### config.mk
export PLATFORM = sky130hd
export DESIGN_NAME = irq_vectoring
export DESIGN_NICKNAME = d
export VERILOG_FILES = /design/src/irq_vec_pkg.sv /design/src/irq_vectoring.sv
export SDC_FILE = /design/constraint.sdc
export NUM_CORES = 1
export LEC_CHECK = 0
export ABC_AREA = 1
export ABC_CLOCK_PERIOD_IN_PS = 3700
export BUFFER_PORTS_ARGS = -buffer_cell sky130_fd_sc_hd__buf_2
export CAP_MARGIN = 15
export CORE_MARGIN = 2
export CORE_UTILIZATION = 45
export CTS_CLUSTER_SIZE = 20
export DETAILED_ROUTE_END_ITERATION = 8
export GPL_TIMING_DRIVEN = 1
export PLACE_DENSITY_LB_ADDON = 0.08
export SLEW_MARGIN = 5
export SYNTH_ARGS = -nofsm -noshare
export SYNTH_HDL_FRONTEND = slang
export SYNTH_SLANG_ARGS = --single-unit
export TNS_END_PERCENT = 30
### constraint.sdc
create_clock -name ref_clk -period 3.7 [get_ports ref_clk]
set_input_delay 0.74 -clock ref_clk [delete_from_list [all_inputs] [get_ports ref_clk]]
set_output_delay 0.74 -clock ref_clk [all_outputs]
set_load 0.02 [all_outputs]
### src/irq_vec_pkg.sv
package irq_vec_pkg;

	// Register byte offsets on the Avalon-MM slave.
	localparam logic [7:0] OFS_MASK   = 8'h00;
	localparam logic [7:0] OFS_FLAGS  = 8'h04;
	localparam logic [7:0] OFS_CLEAR  = 8'h08;
	localparam logic [7:0] OFS_BSC    = 8'h0C;
	localparam logic [7:0] OFS_ROUTE  = 8'h10;
	localparam logic [7:0] OFS_VECTOR = 8'h14;

	// Mask and flag layout; reserved bits 15, 8 and 2 read as zero.
	localparam logic [15:0] IRQ_RW_BITS  = 16'h7EFB;
	localparam logic [15:0] MASK_RST     = 16'h0000;
	localparam logic [15:0] FLAGS_RST    = 16'h0000;
	localparam int          BIT_EXT0     = 0;
	localparam int          BIT_EXT1     = 1;
	localparam int          BIT_TIMER    = 3;
	localparam int          BIT_P0_RX    = 4;
	localparam int          BIT_P0_TX    = 5;
	localparam int          BIT_SLOT_58  = 6;
	localparam int          BIT_SLOT_5C  = 7;
	localparam int          BIT_HOST     = 9;
	localparam int          BIT_SLOT_68  = 10;
	localparam int          BIT_SLOT_6C  = 11;
	localparam int          BIT_DMA4     = 12;
	localparam int          BIT_DMA5     = 13;
	localparam int          BIT_CROSS    = 14;
	localparam int          NUM_BITS     = 16;

	// Vector table: locations are relative, four words per slot.
	localparam logic [7:0] LOC_RESET    = 8'h00;
	localparam logic [7:0] LOC_NMI      = 8'h04;
	localparam logic [7:0] LOC_MASKABLE = 8'h40;
	localparam logic [7:0] LOC_STEP     = 8'h04;
	localparam logic [4:0] PRIO_RESET   = 5'h01;
	localparam logic [4:0] PRIO_NMI     = 5'h02;
	localparam logic [4:0] PRIO_OFFSET  = 5'h03;

	// Selected source codes; flag bits use their own index.
	localparam logic [4:0] SEL_RESET = 5'h10;
	localparam logic [4:0] SEL_NMI   = 5'h11;
	localparam logic [4:0] SEL_NONE  = 5'h1F;

	// Field positions in the bank switch, route and vector registers.
	localparam int BSC_REQ_BIT    = 0;
	localparam int ROUTE_SLOT_58  = 0;
	localparam int ROUTE_SLOT_5C  = 1;
	localparam int ROUTE_SLOT_68  = 2;
	localparam int ROUTE_SLOT_6C  = 3;
	localparam int ROUTE_W        = 4;
	localparam int VEC_VALID_BIT  = 31;
	localparam int VEC_PRIO_LSB   = 8;

	typedef struct packed {
		logic       ext_pin_irq_zero;
		logic       ext_pin_irq_one;
		logic       timer_irq;
		logic       port0_rx_irq;
		logic       port0_tx_irq;
		logic       port1_rx_irq;
		logic       port1_tx_irq;
		logic       port2_rx_irq;
		logic       port2_tx_irq;
		logic [5:0] dma_done_irq;
		logic       host_port_irq;
		logic       cross_core_irq;
	} irq_events_s;

	typedef struct packed {
		logic       valid;
		logic [4:0] prio;
		logic [7:0] loc;
	} vector_s;

endpackage : irq_vec_pkg

### src/irq_vectoring.sv
// Register access over Avalon-MM and the register addresses were left to the implementer.
`timescale 1ns/1ps
`default_nettype none

//Contract
// - Fixed vector slots, four words apart, per core.
// - Reset vectors to location 00, priority 1.
// - External pin zero: location 40, priority 3.
// - External pin one: location 44, priority 4.
// - Port zero receive: location 50, priority 7.
// - Port zero transmit: location 54, priority 8.
// - Slot 58 shares port two receive, DMA 0.
// - Slot 5C shares port two transmit, DMA 1.
// - Host port request: location 64, priority 12.
// - Slot 68 shares port one receive, DMA 2.
// - Slot 6C shares port one transmit, DMA 3.
// - Incoming cross-core request sets flag bit 14.
// - Writing one to request field raises cross-core.
// - New request needs a clearing zero write first.
// - Request sets the other core's flag only.
// - Sixteen-bit mask and flags; 15, 8, 2 reserved.
// - Fixed bit layout shared by mask and flags.
module irq_vectoring #(
	parameter int ADDR_W = 8
) (
	input  wire logic                     ref_clk,
	input  wire logic                     rst_b,
	input  wire logic [ADDR_W-1:0]        avs_address,
	input  wire logic                     avs_read,
	input  wire logic                     avs_write,
	input  wire logic [31:0]              avs_writedata,
	input  wire logic [3:0]               avs_byteenable,
	output logic      [31:0]              avs_readdata,
	output logic                          avs_waitrequest,
	input  wire irq_vec_pkg::irq_events_s events,
	input  wire logic                     sw_reset,
	input  wire logic                     nmi,
	input  wire logic                     core_ack,
	output irq_vec_pkg::vector_s          vector,
	output logic                          irq,
	output logic                          cross_core_irq_out
);

	if (ADDR_W < 5 || ADDR_W > 8) begin : g_chk
		$error("ADDR_W must lie between 5 and 8");
	end

	////////////////////////////////////////////////////////////////////////
	// Avalon-MM slave: every access waits exactly one cycle.

	logic                        wait_r;
	logic                        wait_nxt;
	logic [31:0]                 rdata_r;
	logic [31:0]                 rdata_nxt;
	logic [7:0]                  addr;
	logic                        wr_take;
	logic [15:0]                 wdata16;
	logic [15:0]                 mask_r;
	logic [15:0]                 mask_nxt;
	logic [15:0]                 flags_r;
	logic [15:0]                 flags_nxt;
	logic                        bsc_req_r;
	logic                        bsc_req_nxt;
	logic                        cross_r;
	logic                        cross_nxt;
	logic [irq_vec_pkg::ROUTE_W-1:0] route_r;
	logic [irq_vec_pkg::ROUTE_W-1:0] route_nxt;
	logic                        reset_pend_r;
	logic                        reset_pend_nxt;
	logic                        nmi_pend_r;
	logic                        nmi_pend_nxt;
	logic [4:0]                  sel_r;
	logic [4:0]                  sel_nxt;
	irq_vec_pkg::vector_s        vec_r;
	irq_vec_pkg::vector_s        vec_nxt;
	logic                        irq_r;
	logic                        irq_nxt;
	logic [15:0]                 set_bits;
	logic [15:0]                 clr_bits;
	logic [15:0]                 pend;

	assign addr = 8'(avs_address);
	// A write lands only at the edge where waitrequest is seen low.
	assign wr_take = avs_write && !wait_r;

	function automatic logic [15:0] merge16(input logic [15:0] old_v,
		input logic [31:0] new_v, input logic [3:0] be);
		logic [15:0] r;
		r = old_v;
		if (be[0]) begin
			r[7:0] = new_v[7:0];
		end
		if (be[1]) begin
			r[15:8] = new_v[15:8];
		end
		return r;
	endfunction : merge16

	always_comb begin
		wait_nxt = 1'b1;
		if ((avs_read || avs_write) && wait_r) begin
			wait_nxt = 1'b0;
		end
	end

	always_comb begin
		rdata_nxt = '0;
		if (avs_read && wait_r) begin
			unique case (addr)
				irq_vec_pkg::OFS_MASK:
					rdata_nxt = 32'(mask_r);
				irq_vec_pkg::OFS_FLAGS:
					rdata_nxt = 32'(flags_r);
				irq_vec_pkg::OFS_BSC:
					rdata_nxt[irq_vec_pkg::BSC_REQ_BIT] = bsc_req_r;
				irq_vec_pkg::OFS_ROUTE:
					rdata_nxt = 32'(route_r);
				irq_vec_pkg::OFS_VECTOR: begin
					rdata_nxt[irq_vec_pkg::VEC_VALID_BIT] = vec_r.valid;
					rdata_nxt[irq_vec_pkg::VEC_PRIO_LSB +: 5] = vec_r.prio;
					rdata_nxt[7:0] = vec_r.loc;
				end
				default:
					rdata_nxt = '0;
			endcase
		end
	end

	always_ff @(posedge ref_clk or negedge rst_b) begin
		if (!rst_b) begin
			wait_r  <= 1'b1;
			rdata_r <= '0;
		end else begin
			wait_r  <= wait_nxt;
			rdata_r <= rdata_nxt;
		end
	end

	assign avs_waitrequest = wait_r;
	assign avs_readdata    = rdata_r;

	////////////////////////////////////////////////////////////////////////
	// Control registers: mask, route, bank switch request field.

	assign wdata16 = merge16(16'h0000, avs_writedata, avs_byteenable);

	always_comb begin
		mask_nxt    = mask_r;
		route_nxt   = route_r;
		bsc_req_nxt = bsc_req_r;
		cross_nxt   = 1'b0;
		if (wr_take) begin
			unique case (addr)
				irq_vec_pkg::OFS_MASK:
					mask_nxt = merge16(mask_r, avs_writedata, avs_byteenable)
						& irq_vec_pkg::IRQ_RW_BITS;
				irq_vec_pkg::OFS_ROUTE:
					if (avs_byteenable[0]) begin
						route_nxt = avs_writedata[irq_vec_pkg::ROUTE_W-1:0];
					end
				irq_vec_pkg::OFS_BSC:
					if (avs_byteenable[0]) begin
						bsc_req_nxt = avs_writedata[irq_vec_pkg::BSC_REQ_BIT];
						// Only a one after a clearing zero raises a request.
						cross_nxt = avs_writedata[irq_vec_pkg::BSC_REQ_BIT]
							&& !bsc_req_r;
					end
				default: ;
			endcase
		end
	end

	always_ff @(posedge ref_clk or negedge rst_b) begin
		if (!rst_b) begin
			mask_r    <= irq_vec_pkg::MASK_RST;
			route_r   <= '0;
			bsc_req_r <= 1'b0;
			cross_r   <= 1'b0;
		end else begin
			mask_r    <= mask_nxt;
			route_r   <= route_nxt;
			bsc_req_r <= bsc_req_nxt;
			cross_r   <= cross_nxt;
		end
	end

	// The pulse leaves for the other core and never touches own flags.
	assign cross_core_irq_out = cross_r;

	////////////////////////////////////////////////////////////////////////
	// Flag register: events set, software and acknowledge clear.

	always_comb begin
		set_bits = '0;
		set_bits[irq_vec_pkg::BIT_EXT0]  = events.ext_pin_irq_zero;
		set_bits[irq_vec_pkg::BIT_EXT1]  = events.ext_pin_irq_one;
		set_bits[irq_vec_pkg::BIT_TIMER] = events.timer_irq;
		set_bits[irq_vec_pkg::BIT_P0_RX] = events.port0_rx_irq;
		set_bits[irq_vec_pkg::BIT_P0_TX] = events.port0_tx_irq;
		set_bits[irq_vec_pkg::BIT_SLOT_58] =
			route_r[irq_vec_pkg::ROUTE_SLOT_58] ?
			events.dma_done_irq[0] : events.port2_rx_irq;
		set_bits[irq_vec_pkg::BIT_SLOT_5C] =
			route_r[irq_vec_pkg::ROUTE_SLOT_5C] ?
			events.dma_done_irq[1] : events.port2_tx_irq;
		set_bits[irq_vec_pkg::BIT_HOST] = events.host_port_irq;
		set_bits[irq_vec_pkg::BIT_SLOT_68] =
			route_r[irq_vec_pkg::ROUTE_SLOT_68] ?
			events.dma_done_irq[2] : events.port1_rx_irq;
		set_bits[irq_vec_pkg::BIT_SLOT_6C] =
			route_r[irq_vec_pkg::ROUTE_SLOT_6C] ?
			events.dma_done_irq[3] : events.port1_tx_irq;
		set_bits[irq_vec_pkg::BIT_DMA4]  = events.dma_done_irq[4];
		set_bits[irq_vec_pkg::BIT_DMA5]  = events.dma_done_irq[5];
		set_bits[irq_vec_pkg::BIT_CROSS] = events.cross_core_irq;
	end

	always_comb begin
		clr_bits = '0;
		if (wr_take && (addr == irq_vec_pkg::OFS_FLAGS ||
			addr == irq_vec_pkg::OFS_CLEAR)) begin
			clr_bits = wdata16;
		end
		if (core_ack && vec_r.valid && !sel_r[4]) begin
			clr_bits[sel_r[3:0]] = 1'b1;
		end
		// A set in the same cycle as its clear wins, so no event is lost.
		flags_nxt = ((flags_r & ~clr_bits) | set_bits)
			& irq_vec_pkg::IRQ_RW_BITS;
	end

	always_comb begin
		reset_pend_nxt = reset_pend_r;
		nmi_pend_nxt   = nmi_pend_r;
		if (core_ack && vec_r.valid && sel_r == irq_vec_pkg::SEL_RESET) begin
			reset_pend_nxt = 1'b0;
		end
		if (core_ack && vec_r.valid && sel_r == irq_vec_pkg::SEL_NMI) begin
			nmi_pend_nxt = 1'b0;
		end
		if (sw_reset) begin
			reset_pend_nxt = 1'b1;
		end
		if (nmi) begin
			nmi_pend_nxt = 1'b1;
		end
	end

	always_ff @(posedge ref_clk or negedge rst_b) begin
		if (!rst_b) begin
			flags_r      <= irq_vec_pkg::FLAGS_RST;
			reset_pend_r <= 1'b1;
			nmi_pend_r   <= 1'b0;
		end else begin
			flags_r      <= flags_nxt;
			reset_pend_r <= reset_pend_nxt;
			nmi_pend_r   <= nmi_pend_nxt;
		end
	end

	////////////////////////////////////////////////////////////////////////
	// Priority vectoring. Maskable slots follow the bit index upward, so
	// the lowest set bit is also the smallest priority number.

	assign pend = flags_r & mask_r;

	always_comb begin
		sel_nxt = irq_vec_pkg::SEL_NONE;
		vec_nxt = '0;
		for (int i = irq_vec_pkg::NUM_BITS - 1; i >= 0; i--) begin
			if (pend[i]) begin
				sel_nxt      = 5'(i);
				vec_nxt.valid = 1'b1;
				vec_nxt.prio = irq_vec_pkg::PRIO_OFFSET + 5'(i);
				vec_nxt.loc  = irq_vec_pkg::LOC_MASKABLE
					+ 8'(i) * irq_vec_pkg::LOC_STEP;
			end
		end
		if (nmi_pend_r) begin
			sel_nxt       = irq_vec_pkg::SEL_NMI;
			vec_nxt.valid = 1'b1;
			vec_nxt.prio  = irq_vec_pkg::PRIO_NMI;
			vec_nxt.loc   = irq_vec_pkg::LOC_NMI;
		end
		if (reset_pend_r) begin
			sel_nxt       = irq_vec_pkg::SEL_RESET;
			vec_nxt.valid = 1'b1;
			vec_nxt.prio  = irq_vec_pkg::PRIO_RESET;
			vec_nxt.loc   = irq_vec_pkg::LOC_RESET;
		end
		irq_nxt = vec_nxt.valid;
	end

	always_ff @(posedge ref_clk or negedge rst_b) begin
		if (!rst_b) begin
			sel_r <= irq_vec_pkg::SEL_NONE;
			vec_r <= '0;
			irq_r <= 1'b0;
		end else begin
			sel_r <= sel_nxt;
			vec_r <= vec_nxt;
			irq_r <= irq_nxt;
		end
	end

	assign vector = vec_r;
	assign irq    = irq_r;
endmodule : irq_vectoring

`default_nettype wire

== Yosys cells after proc, flatten, opt, wreduce, memory -nomap -nowiden ==
Index checks and enable logic that the tools add are counted.
Storage, ports and cells
  register bits after elaboration: 86
  bits of input ports: 68
  output and inout port bits: 49
  logic and storage cells: 109
Cells by class
  $lt $le $gt $ge: 2
  equality and inequality tests: 7
  multiplexer cells: 59
  bitwise gates (word level): 5
  reductions and logical operators: 22
Operators by type and width (number)
  two-way mux 14 bit: 18
  two-way mux 5 bit: 18
  case mux 12 bit (4 select lines): 1
  two-way mux 32 bit: 1
  bitwise AND 15 bit: 2
  two-way mux 15 bit: 2
  OR 15 bit: 2
  equality test 8 x 4 -> 1 bit, second input constant: 2
  equality test 8 x 5 -> 1 bit, second input constant: 2
  NOT 15 bit: 1
  two-way mux 1 bit: 14
  AND reduction 3 bit: 4
  equality test 5 bit, second input constant: 2
  logical AND 1 bit: 10
  equality test 8 x 3 -> 1 bit, second input constant: 1
  logical NOT 8 bit: 1
  two-way mux 8 bit: 1
  two-way mux 7 bit: 1
  < comparator 4 x 5 -> 1 bit, second input constant: 1
  case mux 1 bit (5 select lines): 1
  demux 1 bit (select 4 bit): 1
  >= comparator 4 x 1 -> 1 bit, second input constant: 1
  case mux 2 bit (2 select lines): 1
  nonzero test 2 bit: 2
  other kinds (2): 5

== Longest topological paths before layout ==
Gate-level depths: netlist (run 1).
  depth after elaboration: 18
  gate-level depth with buffers: 14
  depth with buffers taken out: 14

== Least setup slack after synthesis (run 1) ==
No wires, ideal clock.
  path type: input -> register
  start point: in avs_address[1]
  end point: reg mask_r[10]
  setup time: 125 ps
  arrival time: 1781 ps
  data required time: 3575 ps
  slack: 1794 ps
  stages on the path: 4
  buffers on the path: 0
  cells stage by stage: or2_4 nor3_4 nand4_4 mux2_4
Between the ends
  cells in the longest elaborated chain, start to end: 2
Ends and longest elaborated chain
  start: declaration: line irq_vectoring.sv:28  | input wire logic [ADDR_W-1:0] avs_address,
  logical NOT 8 bit: line irq_vectoring.sv:153  | unique case (addr)
  AND reduction 3 bit (no line)
  end signal: assignment: line irq_vectoring.sv:175  | mask_r <= irq_vec_pkg::MASK_RST;
  end signal: assignment: line irq_vectoring.sv:180  | mask_r <= mask_nxt;
  end: declaration: line irq_vectoring.sv:58  | logic [15:0] mask_r;
Every way passes these cells.
A chain may end at the register's enable or synchronous reset.

== Final worst setup path (run 1) ==
  start point: in avs_address[7]
  end point: reg mask_r[5]
Same word-level chain as after synthesis.

==> results of run 1 <==
==> stage by stage <==
step,setup WS (ns),cells
after floorplan,1.794,435
after global placement,1.195,588
after detailed placement,1.158,588
after CTS,1.522,603
after global routing,1.345,603
final,1.448,603
==> worst register-to-register path, stage by stage (launching register included) <==
cell and delay (ns):
dfstp_2 0.38, inv_1 0.10, nand2_1 0.16, nor2_1 0.24, nand2_1 0.29, o311ai_0 0.37, nand2_1 0.10
==> state kept, by name (all words and copies together) (netlist names), 4 cells and up <==
register	cells
avs_readdata	16
flags_r	13
mask_r	13
route_r	4
sel_r	5
vector	10
==> how the worst max path moves through the flow <==
| stage | slack, ns | cells past startpoint | start | end |
|---|---|---|---|---|
| 5_1_grt | 1.34 | 6 | avs_address[7] | mask_r[5] |
| 3_3_place_gp | 1.20 | 6 | avs_address[7] | mask_r[6] |
| 4_1_cts | 1.52 | 6 | avs_address[7] | mask_r[5] |
| 6_report | 1.45 | 6 | avs_address[7] | mask_r[5] |
| 2_1_floorplan | 1.79 | 4 | avs_address[1] | mask_r[10] |
| 3_5_place_dp | 1.16 | 6 | avs_address[7] | mask_r[5] |
==> report_power, final <==
group          switching (W)  internal (W)
logic               0.000130     0.0000524
clock network       0.000278      0.000276
registers          0.0000155      0.000757
total               0.000423       0.00109
==> synth_stat cells (all sizes together), types with 2 or more instances <==
cell type	n
nand2	143
dfrtp	60
inv	50
nor2	28
buf	23
o21ai	22
nand3	16
nor3	11
a21oi	9
o21bai	9
dfstp	7
nand4	6
mux2	5
a31oi	4
mux2i	4
o221ai	3
a211oi	2
a22oi	2
a31o	2
clkbuf	2
nor4	2
==> kinds of logic after synthesis <==
family / after synthesis
buffers and inverters: 76
multiplexers: 9
flip-flops: 67
AND/OR/NAND/NOR: 207
other: 1
AO/OA/AOI/OAI: 57
==> metal layers <==
metal | wire [um] | vias to the layer above | global-route usage, %
met3 | 532 | 11 | 3.923
li1 | - | 1464 | -
met1 | 4360 | 1419 | 33.80
met2 | 4270 | 115 | 38.31
met4 | 109 | 0 | 7.564
met5 | 0 | - | 0
==> final cells by class <==
class | count | area share (%)
sequential | 67 | 42.41
timing repair buffer | 79 | 10.08
inverter | 51 | 4.817
multi-input combinational | 292 | 35.26
clock inverter | 2 | 0.3149
tap | 99 | 3.117
clock buffer | 13 | 3.999
==> flow_metrics.tcl, run 1 <==
set metrics [dict create \
    status "finished clean" \
    io_pins 117 \
    worst_path_largest_cell_delay_ns 0.51 \
    gp_congestion 0.8936 \
    r2r-end "flags_r[7]" \
    worst_slew_pin_slew_ns 0.6491 \
    period_share_pct 60.86 \
    cts_buffers 9 \
    grt_pass1_wl_um 15160 \
    synth_xor_area_share_pct 0 \
    port_buffers 77 \
    remaining_drc_errors 0 \
    mostFrequentLayoutCell "nand2_1" \
    placed_cell_area_um2 3802 \
    pwr_density_cell_nw_per_um2 379.7 \
    root_buffer "clkbuf_8" \
    path_cells "buf_2 -> nor2_1 -> nand2_1 -> nor3_4 -> nand2_1 -> mux2_2" \
    num-nets-final 568 \
    synth_compound_area_share_pct 10.46 \
    end_kind "flop" \
    async_reset_ff_share_pct 100.0 \
    synth_cell_types 34 \
    avgSynthCellArea_um2 8.119 \
    vdd_drop_max_mv 0.1667 \
    grt_pass1_vias 2917 \
    post_cts_resized 0 \
    ant_nets 0 \
    grt.overflow.total 0 \
    multi_input_area_um2 1401 \
    fmax_mhz 444.1 \
    avgViaCountPerCell 4.990 \
    h-tree-depth 3 \
    rsz0062_at_grt "false" \
    cts_num_sinks 67 \
    die-area_um2 8234 \
    setup_viol 0 \
    yosysTopAreaCell "dfrtp_1" \
    antenna_found_initial 0 \
    ys_ff_latch 67 \
    clkLatencyLatePin_ns 0.35 \
    ys_seq_area_share_pct 49.78 \
    ff2ff_setup_slack_ns 1.93 \
    routed_wl_um 9272 \
    drive_above_1_share_pct 22.02 \
    worstPathArrival_ns 2.48 \
    hold_violations 0 \
    crit_required_ns 3.93 \
    tns_ns 0 \
    areaGrowthSynthToFinish_pct 17.37 \
    clockBufferDepth 2 \
    path_max_fanout 12 \
    routedWlPerCell_um 15.38 \
    ctsHoldBuffers 0 \
    rows 31 \
    grt_max_degree 44 \
    die_x_um 90.74 \
    synth_fa_ha_area_share_pct 0 \
    diodes 0 \
    core-area_um2 7253 \
    timing.hold.ws_ns 0.3739 \
    layout_common_cells "nand2_1 (143), buf_2 (77), dfrtp_1 (60)" \
    synth-main-ff-cell "dfrtp_1" \
    finalClockSkew_ns 0.01121 \
    synth_top_family_by_area "simple AND/OR/NAND/NOR gates" \
    dp_hpwl_um 7229 \
    path_delay_family "simple AND/OR/NAND/NOR gates" \
    drtIter0Drc 175 \
    cp-start-kind "primary input" \
    regArea_um2 1685 \
    hold_path.class "primary input to async pin" \
    synth_top_area_share_pct 44.35 \
    ys_top_cells_by_area "dfrtp_1 (44%), nand2_1 (16%), inv_1 (5.5%)" \
    initial_utilization_pct 46.68 \
    cap_violations 0 \
    report.final.slew_viol_count 0 \
    synthMuxAreaShare_pct 3.067 \
    syn_inst 417 \
    syn_area_um2 3386 \
    fin_area_um2 3974 \
    dr_total_vias 3009 \
    synth-edff-count 0 \
    period_needed_ns 2.252 \
    yosys.area_share.simple_pct 25.76 \
    cts_post_setup_buffers_inserted 0 \
    drtPass1Iterations 4 \
    cts_tree "yes" \
    leakage_nw 2.207 \
    fin_util_pct 54.79 \
    slew-limit-headroom_pct 56.68 \
    r2r-start "avs_waitrequest" \
    critPathKind "primary input to flop" \
    clk_pin_slew_ns 0.08 \
    die_h_um 90.74 \
    grt_use_total_pct 24.10 \
    worst_r2r_path_depth 6 \
    cp_slowest_cell "nor3_4" \
    yosysWarnings 0 \
    crit_buf_inv 1 \
    cp_common_cell "nand2_1" \
    nFillCells 722 \
    finalPower_w 0.001509 \
]
Power figures use the tool's default switching activity.
==> run 2, diff against run 1 <==
- ABC_CLOCK_PERIOD_IN_PS: 3700 -> 2100
- clock period: 3.7 -> 2.1 ns (I/O delays scaled with it)
==> flow_metrics.tcl, run 2 (synthesized netlist as in run 1, its figures left out) <==
set metrics [dict create \
    status "finished clean" \
    multi_input_area_um2 1401 \
    drtIter0Drc 203 \
    critPathKind "flop to flop" \
    hold_path.class "primary input to async pin" \
    path_delay_family "flip-flops" \
    grt.overflow.total 0 \
    cp_slowest_cell "dfstp_2" \
    regArea_um2 1685 \
    crit_buf_inv 1 \
    clk_pin_slew_ns 0.08 \
    cts_tree "yes" \
    grt_max_degree 68 \
    antenna_found_initial 0 \
    die-area_um2 8234 \
    fin_area_um2 4056 \
    largest_register_ff_count 16 \
    cts_post_setup_buffers_inserted 0 \
    h-tree-depth 3 \
    die_h_um 90.74 \
    mostFrequentLayoutCell "nand2_1" \
    period_needed_ns 1.615 \
    rsz0062_at_grt "false" \
    clockBufferDepth 2 \
    slew-limit-headroom_pct 66.62 \
    worstPathArrival_ns 1.85 \
    die_x_um 90.74 \
    worst_path_largest_cell_delay_ns 0.55 \
    cap_violations 0 \
    cp_common_cell "nand2_1" \
    gp_congestion 0.9269 \
    finalClockSkew_ns 0.009658 \
    leakage_nw 2.244 \
    areaGrowthSynthToFinish_pct 19.81 \
    fin_util_pct 55.93 \
    nFillCells 714 \
    worst_slew_pin_slew_ns 0.4969 \
    vdd_drop_max_mv 0.4093 \
    core-area_um2 7253 \
    layout_common_cells "nand2_1 (143), buf_2 (77), dfrtp_1 (60)" \
    drtPass1Iterations 5 \
    remaining_drc_errors 0 \
    report.final.slew_viol_count 0 \
    path_max_fanout 7 \
    pwr_density_cell_nw_per_um2 649.5 \
    crit_required_ns 2.34 \
    ff2ff_setup_slack_ns 0.49 \
    root_buffer "clkbuf_8" \
    placed_cell_area_um2 3887 \
    ctsHoldBuffers 0 \
    initial_utilization_pct 46.68 \
    timing.hold.ws_ns 0.06570 \
    end_kind "flop" \
    port_buffers 77 \
    period_share_pct 76.90 \
    cts_buffers 9 \
    diodes 0 \
    cp-start-kind "flop" \
    clkLatencyLatePin_ns 0.35 \
    avgViaCountPerCell 5.021 \
    dp_hpwl_um 7322 \
    drive_above_1_share_pct 23.78 \
    dr_total_vias 3073 \
    num-nets-final 576 \
    io_pins 117 \
    post_cts_resized 0 \
    cts_num_sinks 67 \
    hold_violations 0 \
    fmax_mhz 619.2 \
    path_cells "inv_1 -> nand2_1 -> nor2_1 -> nand2_1 -> mux2_2" \
    grt_use_total_pct 23.88 \
    ant_nets 0 \
    routedWlPerCell_um 15.09 \
    rows 31 \
    routed_wl_um 9233 \
    grt_pass1_wl_um 14960 \
    grt_pass1_vias 2986 \
    setup_viol 0 \
    finalPower_w 0.002635 \
    tns_ns 0 \
]
==> run 2: cell types whose count changed in the layout (fill, tap and decap cells not counted) <==
cell | previous run | this run
buf_12 | 0 | 2
buf_4 | 2 | 8
clkbuf_1 | 2 | 0
clkbuf_8 | 11 | 9
clkinv_2 | 1 | 3
clkinvlp_4 | 1 | 4
==> run 2: stage by stage <==
step	setup slack, ns	std cells
2_1_floorplan	0.5141	435
3_3_place_gp	0.2892	596
3_5_place_dp	0.2726	596
4_1_cts	0.4879	612
5_1_grt	0.2787	612
6_report	0.4851	612
==> run 2: path summary, 6_finish.rpt <==
path | startpoint | end | cells after the start
worst max register to register | avs_waitrequest | route_r[2] | 5
min in group ref_clk | avs_read | avs_waitrequest | 2
worst min-delay path | rst_b | bsc_req_r | 2
max in group asynchronous | rst_b | sel_r[4] | 2
worst min register to register | nmi_pend_r | vector[6] | 1
worst max-delay path | avs_waitrequest | route_r[2] | 5
==> run 2: per-layer routing <==
layer	part of all wire, %	wire [um]	track usage, %	vias to the layer above
li1	-	-	-	1485
met1	44	4086	32.97	1438
met2	46	4208	36.94	135
met3	8.0	742	4.257	15
met4	2.1	195	10.38	0
met5	0	0	0	-
==> run 2: layout make-up <==
class	instances	share of cell area, %
flip-flops and latches	67	41.55
clock inverters	7	1.110
multi-input cells	292	34.55
repair buffers	87	11.97
clock buffers	9	3.054
well taps	99	3.054
inverters	51	4.719
==> run 2: power breakdown <==
part           internal [W]  leakage (nW)  switching, W
Clock              0.000420        0.0770      0.000523
Sequential          0.00133         0.828     0.0000276
Combinational     0.0000979          1.34      0.000232
Total               0.00185          2.24      0.000783
==> run 3, diff against run 2 <==
- ABC_CLOCK_PERIOD_IN_PS: 2100 -> 1500
- clock period: 2.1 -> 1.5 ns (I/O delays scaled with it)
==> flow_metrics.tcl, run 3 (synthesized netlist as in run 1, its figures left out) <==
set metrics [dict create \
    report.final.slew_viol_count 0 \
    cp-start-kind "flop" \
    dr_wl_met3_um 560 \
    grt_use_total_pct 24.03 \
    clockBufferDepth 2 \
    fmax_mhz 677.8 \
    status "finished clean" \
    leakage_nw 2.487 \
    clk_pin_slew_ns 0.08 \
    wl_met2_um 4425 \
    worstPathArrival_ns 1.72 \
    met1_length_um 4289 \
    critPathKind "flop to flop" \
    routed_wl_um 9466 \
    hold_path.class "primary input to flop" \
    period_needed_ns 1.475 \
    ant_nets 0 \
    die_x_um 90.74 \
    grt_pass1_wl_um 15060 \
    setup_slack_ns 0.02455 \
    timing.hold.ws_ns 0.1116 \
    largest_register_ff_count 16 \
    pwr_density_cell_nw_per_um2 921.5 \
    initial_utilization_pct 46.68 \
    grt_max_degree 38 \
    grt.overflow.total 0 \
    remaining_drc_errors 0 \
    areaGrowthSynthToFinish_pct 32.52 \
    dr_total_vias 3173 \
    core-area_um2 7253 \
    drive_above_1_share_pct 31.72 \
    dp_hpwl_um 7623 \
    die_h_um 90.74 \
    antenna_found_initial 0 \
    cts_buffers 9 \
    root_buffer "clkbuf_8" \
    crit_required_ns 1.75 \
    grt_pass1_vias 3047 \
    h-tree-depth 3 \
    gp_congestion 0.9292 \
    cap_violations 0 \
    drtPass1Iterations 5 \
    period_share_pct 98.36 \
    vdd_drop_max_mv 0.6307 \
    end_kind "flop" \
    cts_tree "yes" \
    drtIter0Drc 154 \
    layout_common_cells "nand2_1 (138), buf_2 (77), dfrtp_1 (60)" \
    rsz0062_at_grt "true" \
    num-nets-final 621 \
    setup_viol 0 \
    port_buffers 77 \
    highest_layer "met4" \
    routedWlPerCell_um 14.41 \
    clkLatencyLatePin_ns 0.35 \
    avgViaCountPerCell 4.830 \
    rows 31 \
    hold_violations 0 \
    diodes 0 \
    io_pins 117 \
    path_max_fanout 6 \
    mostFrequentLayoutCell "nand2_1" \
    finalClockSkew_ns 0.009955 \
    die-area_um2 8234 \
    place_ws_ns -0.1748 \
    cts_num_sinks 67 \
]
## run 3: changes by cell type in the layout (fill, tap and decap cells not counted), sizes merged
cell / delta
buf: +44
bufinv: +2
clkinv: -2
clkinvlp: -1
dlygate4sd3: +1
inv: +1
## run 3: layout make-up
type | count | area (um^2)
well taps | 99 | 123.9
flip-flops and latches | 67 | 1685
repair buffers | 132 | 825.8
clock inverters | 7 | 100.1
multi-input cells | 292 | 1436
inverters | 51 | 191.4
clock buffers | 9 | 123.9
fillers | 670 | 2766
## run 3: critical path: stages (launching register included)
cell	delay, ns
dfstp_2	0.54
inv_1	0.05
nand2_1	0.19
nor2_2	0.10
nand2_2	0.14
mux2_2	0.34
## run 3: through the flow
step	utilization [%]	power [W]	cell area [um^2]	instances	setup TNS (ns)
6_report	61.86	0.004135	4487	657	0
2_1_floorplan	-	0.002223	3453	435	0
3_3_place_gp	58.05	0.002438	4210	639	-2.071
4_1_cts	61.34	0.004132	4449	656	0
3_5_place_dp	58.05	0.002442	4210	639	-3.391
5_1_grt	61.86	0.004287	4487	657	-0.05627
## run 3: report_power, final
part | internal (W) | leakage (nW) | switching, W
sequential | 0.00187 | 0.828 | 0.0000443
combinational | 0.000181 | 1.56 | 0.000333
clock | 0.000943 | 0.102 | 0.000766
## run 3: per-layer routing
layer | up-vias | track usage (%)
met5 | - | 0
met4 | 0 | 9.487
li1 | 1581 | -
met1 | 1458 | 33.04
met2 | 118 | 38.87
met3 | 16 | 2.922
## run 3: final timing paths
path / from / end / slack [ns] / depth (start not counted)
max: avs_waitrequest / route_r[2] / 0.02 / 5
max reg2reg: avs_waitrequest / route_r[2] / 0.02 / 5
min reg2reg: bsc_req_r / cross_core_irq_out / 0.49 / 1
min: avs_read / avs_waitrequest / 0.11 / 2
max in group asynchronous: rst_b / reset_pend_r / 0.47 / 3
min in group asynchronous: rst_b / mask_r[1] / 0.42 / 2
## run 3: timing repair
| action | CTS | global route |
|---|---|---|
| pin swaps | 0 | 1 |
| endpoints found under the hold margin | 15 | 0 |
| resized for setup | 2 | 12 |
| setup endpoints to repair | 1 | 22 |
| buffers inserted | 0 | 1 |
| hold buffers | 1 | 0 |
